[src/verilog/tmr2_pkg.sv]
package tmr2_pkg;
  // ==========================================================================
  // Register map (byte addresses on the AXI4-Lite slave).
  localparam logic [7:0] ADDR_CONTROL = 8'hc8;
  localparam logic [7:0] ADDR_MODE = 8'hcc;
  localparam logic [7:0] ADDR_COUNT = 8'hd0;
  localparam logic [7:0] ADDR_RELOAD = 8'hd4;
  localparam logic [7:0] ADDR_IRQ_STATUS = 8'hd8;
  localparam logic [7:0] ADDR_IRQ_MASK = 8'hdc;
  // ==========================================================================
  // Control and mode register field positions (BIT_UPDOWN and BIT_DIR are in the mode register).
  localparam int BIT_OVF = 7;
  localparam int BIT_EXT = 6;
  localparam int BIT_RXB = 5;
  localparam int BIT_TXB = 4;
  localparam int BIT_TRIG_EN = 3;
  localparam int BIT_RUN = 2;
  localparam int BIT_SRC = 1;
  localparam int BIT_CAP = 0;
  localparam int BIT_UPDOWN = 0;
  localparam int BIT_DIR = 1;
  localparam logic [7:0] CONTROL_RESET = 8'h00;
  localparam logic [15:0] COUNT_RESET = 16'h0000;
  localparam logic [15:0] COUNT_MAX = 16'hffff;
  // ==========================================================================
  // Bus responses.
  localparam logic [1:0] RESP_OKAY = 2'b00;
  localparam logic [1:0] RESP_SLVERR = 2'b10;
  // Interrupt status bit positions: 0 overflow, 1 external event.
  localparam int IRQ_OVF = 0;
  localparam int IRQ_EXT = 1;
  typedef enum logic [1:0] {
    TMR2_IDLE = 2'b00,
    TMR2_RESP = 2'b01
  } tmr2_bus_t;
endpackage
[src/verilog/tmr2_control.sv]
// The implementer's own choice: the AXI4-Lite interface to the registers.
`timescale 1ns/100ps
// Operation
// RL1: A falling trigger edge that captures or reloads, with trigger enable 1, sets the event flag.
// RL2: With the timer interrupt enabled a set event flag requests the interrupt until cleared.
// RL3: While up/down counting is enabled the event flag raises no interrupt.
// RL4: Receive baud select 1 routes this timer's overflows to the receiver, else timer 1's.
// RL5: Transmit baud select 1 routes this timer's overflows to the transmitter, else timer 1's.
// RL6: With trigger enable set a falling edge captures or reloads unless used as a baud clock.
// RL7: With trigger enable 0 every trigger pin transition is ignored.
// RL8: The timer counts only while run control is 1.
// RL9: With up/down enable set the timer counts up or down.
// RL10: Overflow sets the overflow flag except while a baud select bit is 1.
// RL11: Capture select 1 captures on an edge; 0 reloads on overflow or edge; baud forces reload.
module tmr2_control (
  // Clock and reset
  input wire logic clk,
  input wire logic reset,
  // AXI4-Lite write address and data
  input wire logic [7:0] s_axi_awaddr,
  input wire logic s_axi_awvalid,
  output logic s_axi_awready,
  input wire logic [31:0] s_axi_wdata,
  input wire logic [3:0] s_axi_wstrb,
  input wire logic s_axi_wvalid,
  output logic s_axi_wready,
  // AXI4-Lite write response
  output logic [1:0] s_axi_bresp,
  output logic s_axi_bvalid,
  input wire logic s_axi_bready,
  // AXI4-Lite read
  input wire logic [7:0] s_axi_araddr,
  input wire logic s_axi_arvalid,
  output logic s_axi_arready,
  output logic [31:0] s_axi_rdata,
  output logic [1:0] s_axi_rresp,
  output logic s_axi_rvalid,
  input wire logic s_axi_rready,
  // Timer inputs
  input wire logic trigger_pin,
  input wire logic count_pin,
  input wire logic timer1_overflow,
  input wire logic timer2_int_enable,
  input wire logic [1:0] serial_mode,
  // Outputs
  output logic rx_baud_clock,
  output logic tx_baud_clock,
  output logic timer2_int_request,
  output logic irq
);
  // ==========================================================================
  // State.
  logic [7:0] control;
  logic [1:0] mode;
  logic [15:0] count;
  logic [15:0] reload;
  logic [1:0] irq_status;
  logic [1:0] irq_mask;
  logic [7:0] aw_addr;
  logic [31:0] w_data;
  logic [3:0] w_strb;
  logic aw_have;
  logic w_have;
  tmr2_pkg::tmr2_bus_t wstate;
  tmr2_pkg::tmr2_bus_t rstate;
  // ==========================================================================
  // Timer datapath.
  wire trig_fall;
  wire src_fall;
  // Both detectors rest high after reset to match the trigger pin's pull-up.
  // A count pin held low gives no false count, as external counting is off after reset.
  tmr2_edge u_trig (
    .clk(clk),
    .reset(reset),
    .pin(trigger_pin),
    .fall(trig_fall)
  );
  tmr2_edge u_src (
    .clk(clk),
    .reset(reset),
    .pin(count_pin),
    .fall(src_fall)
  );
  wire baud_mode = control[tmr2_pkg::BIT_RXB] | control[tmr2_pkg::BIT_TXB];
  wire updown = mode[tmr2_pkg::BIT_UPDOWN];
  wire count_down = updown & ~mode[tmr2_pkg::BIT_DIR]; // [RL9]
  wire tick = control[tmr2_pkg::BIT_RUN] &
              (control[tmr2_pkg::BIT_SRC] ? src_fall : 1'b1); // [RL8]
  wire up_wrap = tick & ~count_down & (count == tmr2_pkg::COUNT_MAX);
  wire down_wrap = tick & count_down & (count == reload);
  wire wrap = up_wrap | down_wrap;
  // Edges are dropped entirely when trigger enable is 0 or the timer drives a baud clock.
  wire trig_event = trig_fall & control[tmr2_pkg::BIT_TRIG_EN] & ~baud_mode; // [RL6] [RL7]
  wire capture_mode = control[tmr2_pkg::BIT_CAP] & ~baud_mode; // [RL11]
  wire do_capture = trig_event & capture_mode;
  wire do_reload = ~capture_mode & (up_wrap | (trig_event & ~updown)); // [RL11]
  wire set_ovf = wrap & ~baud_mode; // [RL10]
  wire set_ext = do_capture | (trig_event & ~capture_mode & ~updown); // [RL1]
  // Down counting wraps to all ones when the count meets the reload value.
  wire [15:0] count_step = count_down ? count - 16'h0001 : count + 16'h0001;
  wire [15:0] next_count = do_reload ? reload :
                           down_wrap ? tmr2_pkg::COUNT_MAX :
                           tick ? count_step : count;
  // ==========================================================================
  // Bus decode.
  // A write acts only once both halves are held, whichever channel arrived first.
  wire wr_go = aw_have & w_have & (wstate == tmr2_pkg::TMR2_IDLE);
  wire wr_ctl = wr_go & (aw_addr == tmr2_pkg::ADDR_CONTROL) & w_strb[0];
  wire wr_mode = wr_go & (aw_addr == tmr2_pkg::ADDR_MODE) & w_strb[0];
  wire wr_cnt_lo = wr_go & (aw_addr == tmr2_pkg::ADDR_COUNT) & w_strb[0];
  wire wr_cnt_hi = wr_go & (aw_addr == tmr2_pkg::ADDR_COUNT) & w_strb[1];
  wire wr_rl_lo = wr_go & (aw_addr == tmr2_pkg::ADDR_RELOAD) & w_strb[0];
  wire wr_rl_hi = wr_go & (aw_addr == tmr2_pkg::ADDR_RELOAD) & w_strb[1];
  wire wr_ist = wr_go & (aw_addr == tmr2_pkg::ADDR_IRQ_STATUS) & w_strb[0];
  wire wr_imask = wr_go & (aw_addr == tmr2_pkg::ADDR_IRQ_MASK) & w_strb[0];
  // An unmapped address still completes, with an error response, so the master never hangs.
  wire wr_hit;
  assign wr_hit = (aw_addr == tmr2_pkg::ADDR_CONTROL) | (aw_addr == tmr2_pkg::ADDR_MODE) |
                  (aw_addr == tmr2_pkg::ADDR_COUNT) | (aw_addr == tmr2_pkg::ADDR_RELOAD) |
                  (aw_addr == tmr2_pkg::ADDR_IRQ_STATUS) | (aw_addr == tmr2_pkg::ADDR_IRQ_MASK);
  logic [31:0] rd_word;
  logic rd_hit;
  always_comb begin
    rd_word = 32'h0000_0000;
    rd_hit = 1'b1;
    if (s_axi_araddr == tmr2_pkg::ADDR_CONTROL) begin
      rd_word = {24'h00_0000, control};
    end else if (s_axi_araddr == tmr2_pkg::ADDR_MODE) begin
      rd_word = {30'h0000_0000, mode};
    end else if (s_axi_araddr == tmr2_pkg::ADDR_COUNT) begin
      rd_word = {16'h0000, count};
    end else if (s_axi_araddr == tmr2_pkg::ADDR_RELOAD) begin
      rd_word = {16'h0000, reload};
    end else if (s_axi_araddr == tmr2_pkg::ADDR_IRQ_STATUS) begin
      rd_word = {30'h0000_0000, irq_status};
    end else if (s_axi_araddr == tmr2_pkg::ADDR_IRQ_MASK) begin
      rd_word = {30'h0000_0000, irq_mask};
    end else begin
      rd_hit = 1'b0;
    end
  end
  // A flag write of 0 clears, but a hardware set in the same cycle wins.
  wire [7:0] ctl_wr = wr_ctl ? w_data[7:0] : control;
  wire [7:0] next_control = {ctl_wr[7] | set_ovf, ctl_wr[6] | set_ext, ctl_wr[5:0]}; // [RL10]
  wire [1:0] ist_clr = wr_ist ? w_data[1:0] : 2'b00;
  wire [1:0] next_irq_status = (irq_status & ~ist_clr) | {set_ext, set_ovf};
  wire ext_int = control[tmr2_pkg::BIT_EXT] & ~updown; // [RL3]
  wire next_t2_req = timer2_int_enable & (control[tmr2_pkg::BIT_OVF] | ext_int); // [RL2]
  wire var_mode = serial_mode[0]; // Modes 1 and 3 use a variable baud clock.
  // Timer 1 overflows pass straight through when this timer is not selected.
  wire next_rx_baud = var_mode &
                      (control[tmr2_pkg::BIT_RXB] ? wrap : timer1_overflow); // [RL4]
  wire next_tx_baud = var_mode &
                      (control[tmr2_pkg::BIT_TXB] ? wrap : timer1_overflow); // [RL5]
  wire next_irq = |(irq_status & irq_mask);
  // ==========================================================================
  // Control and status flags.
  // Flags and status bits update every clock, since hardware may set them at any time.
  always_ff @(posedge clk or posedge reset) begin
    if (reset) begin
      control <= tmr2_pkg::CONTROL_RESET;
      irq_status <= 2'b00;
    end else begin
      control <= next_control; // [RL1]
      irq_status <= next_irq_status;
    end
  end
  // ==========================================================================
  // Mode and interrupt mask.
  always_ff @(posedge clk or posedge reset) begin
    if (reset) begin
      mode <= 2'b00;
    end else if (wr_mode) begin
      mode <= w_data[1:0];
    end
  end
  // The mask only gates the irq output; the status bits keep recording events.
  always_ff @(posedge clk or posedge reset) begin
    if (reset) begin
      irq_mask <= 2'b00;
    end else if (wr_imask) begin
      irq_mask <= w_data[1:0];
    end
  end
  // ==========================================================================
  // Reload and capture register.
  // One register serves both purposes, so a capture overwrites the reload value; software
  // that returns from capture to auto-reload must write the reload value again first.
  always_ff @(posedge clk or posedge reset) begin
    if (reset) begin
      reload <= tmr2_pkg::COUNT_RESET;
    end else begin
      if (wr_rl_lo) begin
        reload[7:0] <= w_data[7:0];
      end
      if (wr_rl_hi) begin
        reload[15:8] <= w_data[15:8];
      end else if (do_capture) begin
        reload <= count; // [RL11]
      end
    end
  end
  // ==========================================================================
  // Registered outputs.
  // Every output leaves through a flip-flop, so requests and baud pulses trail their cause
  // by one clock; the serial port sees the same latency from either baud source.
  always_ff @(posedge clk or posedge reset) begin
    if (reset) begin
      timer2_int_request <= 1'b0;
      rx_baud_clock <= 1'b0;
      tx_baud_clock <= 1'b0;
      irq <= 1'b0;
    end else begin
      timer2_int_request <= next_t2_req;
      rx_baud_clock <= next_rx_baud;
      tx_baud_clock <= next_tx_baud;
      irq <= next_irq;
    end
  end
  // Software count writes take priority over the timer.
  always_ff @(posedge clk or posedge reset) begin
    if (reset) begin
      count <= tmr2_pkg::COUNT_RESET;
    end else begin
      count[7:0] <= wr_cnt_lo ? w_data[7:0] : next_count[7:0];
      count[15:8] <= wr_cnt_hi ? w_data[15:8] : next_count[15:8];
    end
  end
  // ==========================================================================
  // AXI4-Lite write channel.
  // Each ready is a one-cycle pulse, so a valid held one cycle too long is not taken twice.
  always_ff @(posedge clk or posedge reset) begin
    if (reset) begin
      aw_have <= 1'b0;
      w_have <= 1'b0;
      aw_addr <= 8'h00;
      w_data <= 32'h0000_0000;
      w_strb <= 4'h0;
      s_axi_awready <= 1'b0;
      s_axi_wready <= 1'b0;
      s_axi_bvalid <= 1'b0;
      s_axi_bresp <= tmr2_pkg::RESP_OKAY;
      wstate <= tmr2_pkg::TMR2_IDLE;
    end else begin
      s_axi_awready <= ~aw_have & ~s_axi_awready & s_axi_awvalid;
      s_axi_wready <= ~w_have & ~s_axi_wready & s_axi_wvalid;
      if (s_axi_awvalid & s_axi_awready) begin
        aw_have <= 1'b1;
        aw_addr <= s_axi_awaddr;
      end
      if (s_axi_wvalid & s_axi_wready) begin
        w_have <= 1'b1;
        w_data <= s_axi_wdata;
        w_strb <= s_axi_wstrb;
      end
      case (wstate)
        tmr2_pkg::TMR2_IDLE: begin
          if (wr_go) begin
            s_axi_bvalid <= 1'b1;
            s_axi_bresp <= wr_hit ? tmr2_pkg::RESP_OKAY : tmr2_pkg::RESP_SLVERR;
            wstate <= tmr2_pkg::TMR2_RESP;
          end
        end
        default: begin
          if (s_axi_bready) begin
            s_axi_bvalid <= 1'b0;
            aw_have <= 1'b0;
            w_have <= 1'b0;
            wstate <= tmr2_pkg::TMR2_IDLE;
          end
        end
      endcase
    end
  end
  // ==========================================================================
  // AXI4-Lite read channel.
  // The read word is latched at the address handshake, so a count read is a snapshot.
  always_ff @(posedge clk or posedge reset) begin
    if (reset) begin
      s_axi_arready <= 1'b0;
      s_axi_rvalid <= 1'b0;
      s_axi_rdata <= 32'h0000_0000;
      s_axi_rresp <= tmr2_pkg::RESP_OKAY;
      rstate <= tmr2_pkg::TMR2_IDLE;
    end else begin
      case (rstate)
        tmr2_pkg::TMR2_IDLE: begin
          s_axi_arready <= s_axi_arvalid & ~s_axi_arready;
          if (s_axi_arvalid & s_axi_arready) begin
            s_axi_arready <= 1'b0;
            s_axi_rvalid <= 1'b1;
            s_axi_rdata <= rd_word;
            s_axi_rresp <= rd_hit ? tmr2_pkg::RESP_OKAY : tmr2_pkg::RESP_SLVERR;
            rstate <= tmr2_pkg::TMR2_RESP;
          end
        end
        default: begin
          if (s_axi_rready) begin
            s_axi_rvalid <= 1'b0;
            rstate <= tmr2_pkg::TMR2_IDLE;
          end
        end
      endcase
    end
  end
endmodule

[src/verilog/tmr2_edge.sv]
`timescale 1ns/100ps
// Falling-edge detector on a pin that is already synchronous to clk.
module tmr2_edge (
  // Clock and reset
  input wire logic clk,
  input wire logic reset,
  // Pin and event
  input wire logic pin,
  output logic fall
);
  logic last;
  always_ff @(posedge clk or posedge reset) begin
    if (reset) begin
      last <= 1'b1;
    end else begin
      last <= pin;
    end
  end
  assign fall = last & ~pin;
endmodule

[config.mk]
export PLATFORM = sky130hd
export DESIGN_NAME = tmr2_control
export DESIGN_NICKNAME = d
export VERILOG_FILES = /design/src/verilog/tmr2_pkg.sv /design/src/verilog/tmr2_control.sv /design/src/verilog/tmr2_edge.sv
export SDC_FILE = /design/constraint.sdc
export NUM_CORES = 1
export LEC_CHECK = 0
export BUFFER_PORTS_ARGS = -buffer_cell sky130_fd_sc_hd__buf_2
export CAP_MARGIN = 10
export CORE_MARGIN = 10
export CORE_UTILIZATION = 30
export CTS_BUF_LIST = sky130_fd_sc_hd__clkbuf_4 sky130_fd_sc_hd__clkbuf_8
export CTS_CLUSTER_SIZE = 8
export DETAILED_ROUTE_END_ITERATION = 10
export PLACE_DENSITY = 0.52
export SLEW_MARGIN = 40
export SYNTH_ARGS = -nofsm -noshare
export SYNTH_HDL_FRONTEND = slang
export SYNTH_HIERARCHICAL = 1
export SYNTH_SLANG_ARGS = --single-unit
[constraint.sdc]
create_clock -name clk -period 3.6 [get_ports clk]
set_clock_uncertainty 0.15 [all_clocks]
set_input_delay 0.54 -clock clk [delete_from_list [all_inputs] [get_ports clk]]
set_output_delay 0.54 -clock clk [all_outputs]
set_load 0.005 [all_outputs]
After elaboration in Yosys (flattened, before gate mapping)
Index checks and enable logic that the tools add are counted.
- register bits after elaboration: 125
- mux-type cells: 48
- add/sub/neg operators: 2
- equal/unequal tests: 16
- reduce and logical (&&, ||, !) cells: 12
- bitwise logic cells: 73
- operator list (kind ; number):
    16-bit two-way mux ; 9
    8-bit == test (second input constant) ; 12
    8-bit two-way mux ; 6
    1-bit bitwise AND ; 45
    1-bit two-way mux ; 22
    2-bit two-way mux ; 11
    16-bit by 1-bit adder with 16-bit output (second input constant) ; 1
    16-bit == test ; 1
    16-bit == test (second input constant) ; 1
    16-bit by 1-bit subtractor with 16-bit output (second input constant) ; 1
    1-bit inverter ; 12
    1-bit bitwise OR ; 12
    2-bit AND reduction ; 4
    4-bit nonzero test ; 2
    2-bit nonzero test ; 3
    2-bit bitwise AND ; 2
    2-bit logical NOT ; 2
    2-bit inequality test (second input constant) ; 2
    2-bit inverter ; 1
    2-bit bitwise OR ; 1
    2-bit OR reduction ; 1

Depth between registers and ports, before layout
- depth after elaboration: 10
- mapped depth: 11
- mapped depth without buffers: 9

Cells and area by module
The synthesis kept the hierarchy.
- by module, submodules not included (module ; cells an instance ; area each (um^2) ; times used):
    tmr2_control ; 567 ; 5670.4 ; 1
    tmr2_edge ; 3 ; 43.8 ; 2

Least setup slack after synthesis
Ideal clock, no wire load.
- path type: reg2reg
- from: reg mode[1]
- to: reg count[14]
- setup slack: 1077 ps
- buffers on the path: 2
- library setup time: 125 ps
- arrival time: 2248 ps
- cell stages (with the launch flop): 12
- data required time: 3325 ps
- cell sequence: dfrtp_1 nand2b_1 buf_2 xnor2_1 ha_1 nor3b_1 and3_1 clkbuf_1 o211a_1 or3_1 a211oi_1 o21ai_1
- word-level cells in the longest chain between the ends: 9
- elaborated cells on any way between the ends: 15
- those cells by class: mux (5); bitwise (9); reduce/logical (1)
- RTL lines (what ; line ; source):
    from (decl) ; tmr2_control.sv:54 ; logic [1:0] mode;
    from (signal assigned) ; tmr2_control.sv:174 ; mode <= w_data[1:0];
    1-bit inverter * ; tmr2_control.sv:86 ; wire count_down = updown & ~mode[tmr2_pkg::BIT_DIR];
    1-bit bitwise AND * ; tmr2_control.sv:86 ;
    1-bit inverter ; tmr2_control.sv:89 ; wire up_wrap = tick & ~count_down & (count == tmr2_pkg::COUNT_MAX);
    1-bit bitwise AND (2 in a row) ; tmr2_control.sv:89 ;
    1-bit bitwise OR ; tmr2_control.sv:96 ; wire do_reload = ~capture_mode & (up_wrap | (trig_event & ~updown));
    1-bit bitwise AND ; tmr2_control.sv:96 ;
    16-bit two-way mux ; tmr2_control.sv:101 ; wire [15:0] next_count = do_reload ? reload :
    8-bit two-way mux ; tmr2_control.sv:226 ; count[15:8] <= wr_cnt_hi ? w_data[15:8] : next_count[15:8];
    to (signal assigned) ; tmr2_control.sv:223 ; count <= tmr2_pkg::COUNT_RESET;
    to (signal assigned) ; tmr2_control.sv:226 ;
    to (decl) ; tmr2_control.sv:55 ; logic [15:0] count;
Every way passes the cells marked *; elsewhere a longest branch is shown, timed or not. The select of a mux whose other input is x is not followed.
A chain may end at the register's enable or synchronous reset.

Final worst setup path
- from: reg mode[0]
- to: reg count[14]
- word-level cells in the longest chain between the ends: 8
- elaborated cells on any way between the ends: 16
- those cells by class: mux (5); bitwise (10); reduce/logical (1)
- RTL lines (what ; line):
    1-bit bitwise AND ; tmr2_control.sv:86
    1-bit inverter ; tmr2_control.sv:89
    1-bit bitwise AND (2 in a row) ; tmr2_control.sv:89
    1-bit bitwise OR ; tmr2_control.sv:96
    1-bit bitwise AND ; tmr2_control.sv:96
    16-bit two-way mux ; tmr2_control.sv:101
    8-bit two-way mux ; tmr2_control.sv:226
Parallel ways exist; a longest one is shown, timed or not. The select of a mux whose other input is x is not followed.

==> impl_metrics.ini <==
[setup_path]
crit_required_ns = 3.73
startpoint_type = flop
r2r-start = mode[0]$_DFFE_PP0P_
cp_num_buf_inv = 0
endpoint = count[14]$_DFFE_PP0P_
reg2reg_to = count[14]$_DFFE_PP0P_
cp-end-kind = flop
crit_family = simple AND/OR/NAND/NOR gates
rrSetupSlack_ns = 0.57
cp_num_cells = 9
crit_chain = nand2b_1 > xnor2_1 > ha_1 > nand2_1 > nor3_1 > nor4b_1 > o211ai_1 > a211oi_1 > o21ai_1
arrival_ns = 3.16
cp_slowest_cell = dfrtp_1
crit_start = mode[0]$_DFFE_PP0P_
worst-path-max-fanout = 9
reg2regPathDepth = 9
crit_type = reg -> reg
slowest_delay_ns = 0.60

[clock_network]
numClockSinks = 103
cts_made_buffers = 9
clock-root-buffer = clkbuf_8
cts_buffer_depth = 2
post-cts-setup-buffers = 0
cts_tree = built
htreeDepth = 3
clk_latency_ns = 0.40
clk_pin_slew_ns = 0.11

[global_routing]
grt_start_max_net_pins = 102
grt_pass1_vias = 4692
track_usage = 0.1328
grt_overflow = 0
antenna_found_initial = 0
grt_pass1_wl_um = 26220

[yosys]
synth-adder-area-share = 0.002173
yosysTopAreaCell = dfrtp_1
syn_area_sq_um = 5758
async_reset_ff_frac = 1.000
ys_seq_area_frac = 0.4481
yosys.area.top_type_share = 0.4389
synth_edf_count = 0
synth_mux_area_frac = 0.1184
synth_flop_cell = dfrtp_1
syn_area_per_cell_sq_um = 10.05
ys_ff_latch = 103
syn-instance-count = 573
synth_top_family_by_area = simple AND/OR/NAND/NOR gates
synth_compound_area_frac = 0.1475
ys_warn_count = 6
yosys.area_share.simple = 0.1784
synthTopCellsByArea = dfrtp_1 44%, mux2_2 7.2%, mux2i_1 3.8%, nor2_1 3.1%, nand2_1 2.9%
post_synth_num_cell_types = 65
synth_xor_area_frac = 0.04411

[cells_and_area]
n_antenna_cell = 0
nFillCells = 1930
fin_nets = 696
drive_above_1_share = 0.2457
fin_util = 0.3438
areaGrowthSynthToFinish_pct = 12.06
mostFrequentLayoutCells = 101 x dfrtp_1, 72 x buf_2, 47 x nor2_1
final_common_cell = dfrtp_1

[power]
p_sw_frac = 0.3724
p_per_area_nw_per_um2 = 521.6
total_power_mw = 3.366
p_leak_nw = 2.634
ir_worst_vdd_mv = 0.2307
p_seq_frac = 0.554
power_frac_clock = 0.210
combPwrFrac = 0.237
p_sw_mw = 1.253
p_int_mw = 2.112

[sta]
finalHoldViolCount = 0
drv_slew = 0
finalCriticalPeriod_ns = 3.029
rsz0062_at_grt = no
fmax_mhz = 330.1
post-route-period-util = 0.8414
setup_tns_ns = 0
setup_ws_ns = 0.5710
worst_pin_slew_ns = 0.7390
setup_violations = 0
slew-limit-headroom = 0.5073

[drt]
postRouteAntennaNets = 0
drtPass1Iterations = 5
drtIter0Drc = 358
routed_wl_um = 16100
wl_per_cell_um = 18.52
viasPerCell = 5.297
drt_drc_violations_left = 0
via_count = 4603

[run]
max-cap-violations = 0

[status]
status = complete, no violations

[floorplan]
die_x_um = 158.5
die_y_um = 158.5
dieArea_sq_um = 25130
start_util = 0.3068
core_sq_um = 18770
num_rows = 50
io_pins = 110

[place]
gp_congestion = 0.8940
dp_worst_setup_slack_ns = 0.6346
port_buffers = 72
hpwl_um = 12130

[min_path]
hp-class = in -> reg
cells by family (layout without fill, tap and decap cells):
family / Yosys count / after routing
flip-flops: 103 / 103
adder cells (fa/ha/maj): 1 / 1
other: 1 / 18
XOR/XNOR: 29 / 29
AND/OR/NAND/NOR: 185 / 185
buffers and inverters: 63 / 108
multiplexers: 61 / 61
AO/OA/AOI/OAI: 130 / 130
final cells by class:
class | instances | area (sq um) | share of cell area
sequential | 103 | 2580 | 0.3998
timing repair buffer | 82 | 450.4 | 0.06981
clock inverter | 6 | 56.30 | 0.008726
inverter | 10 | 40.04 | 0.006205
multi-input combinational | 424 | 2902 | 0.4497
tap | 234 | 292.8 | 0.04538
clock buffer | 10 | 131.4 | 0.02036
layer usage:
metal,up-vias,track usage,share of wire
li1,2173,-,-
met1,2234,0.1740,0.44
met2,174,0.2076,0.46
met3,22,0.02860,0.075
met4,0,0.05514,0.020
met5,-,0,0
cells in the mapped netlist (14+ instances only):
cell,count
a21oi_1,29
nand2_1,45
clkbuf_1,14
nor3_1,18
dfrtp_1,101
mux2_2,37
nor2_1,47
buf_4,21
buf_2,15
o21ai_0,33
xnor2_1,16
mux2i_1,22
state kept, by name (all words and copies together), names as in the netlist, 2 cells and up:
| register | flops |
|---|---|
| w_strb | 2 |
| aw_addr | 8 |
| irq_status | 2 |
| count | 16 |
| w_data | 16 |
| control | 8 |
| reload | 16 |
| s_axi_rdata | 16 |
| irq_mask | 2 |
| mode | 2 |
power by group through the flow:
stage               registers (mW)  logic, mW  clock network, mW
floorplan                     1.64      0.764                  0
global placement              1.86      0.787                  0
detailed placement            1.88      0.803                  0
CTS                           1.85      0.807              0.745
global route                  1.91      0.900              0.785
finish                        1.86      0.797              0.706
worst min-delay path by stage:
stage,start,end,slack (ns),cells past startpoint
2_1_floorplan,reset,u_src/last$_DFF_PP1_,0.28,1
3_3_place_gp,s_axi_rdata[14]$_DFFE_PP0P_,s_axi_rdata[14]$_DFFE_PP0P_,0.32,2
3_5_place_dp,s_axi_rdata[13]$_DFFE_PP0P_,s_axi_rdata[13]$_DFFE_PP0P_,0.32,2
4_1_cts,count_pin,u_src/last$_DFF_PP1_,0.08,1
5_1_grt,count_pin,u_src/last$_DFF_PP1_,0.08,1
6_report,count_pin,u_src/last$_DFF_PP1_,0.11,1
per-stage QoR:
| step | instance area, sq um | hold slack [ns] | std cells |
|---|---|---|---|
| 5_1_grt | 6452 | 0.08171 | 869 |
| 3_5_place_dp | 6248 | 0.3168 | 852 |
| 6_report | 6452 | 0.1107 | 869 |
| 3_3_place_gp | 6246 | 0.3161 | 852 |
| 4_1_cts | 6446 | 0.07961 | 869 |
| 2_1_floorplan | 5822 | 0.2797 | 590 |
repair_timing:
| item | in CTS | in global routing |
|---|---|---|
| hold endpoints to repair | 2 | 0 |
| gates resized for setup | 0 | 0 |
| hold buffers | 1 | 0 |
(Power assumes the default switching activity.)
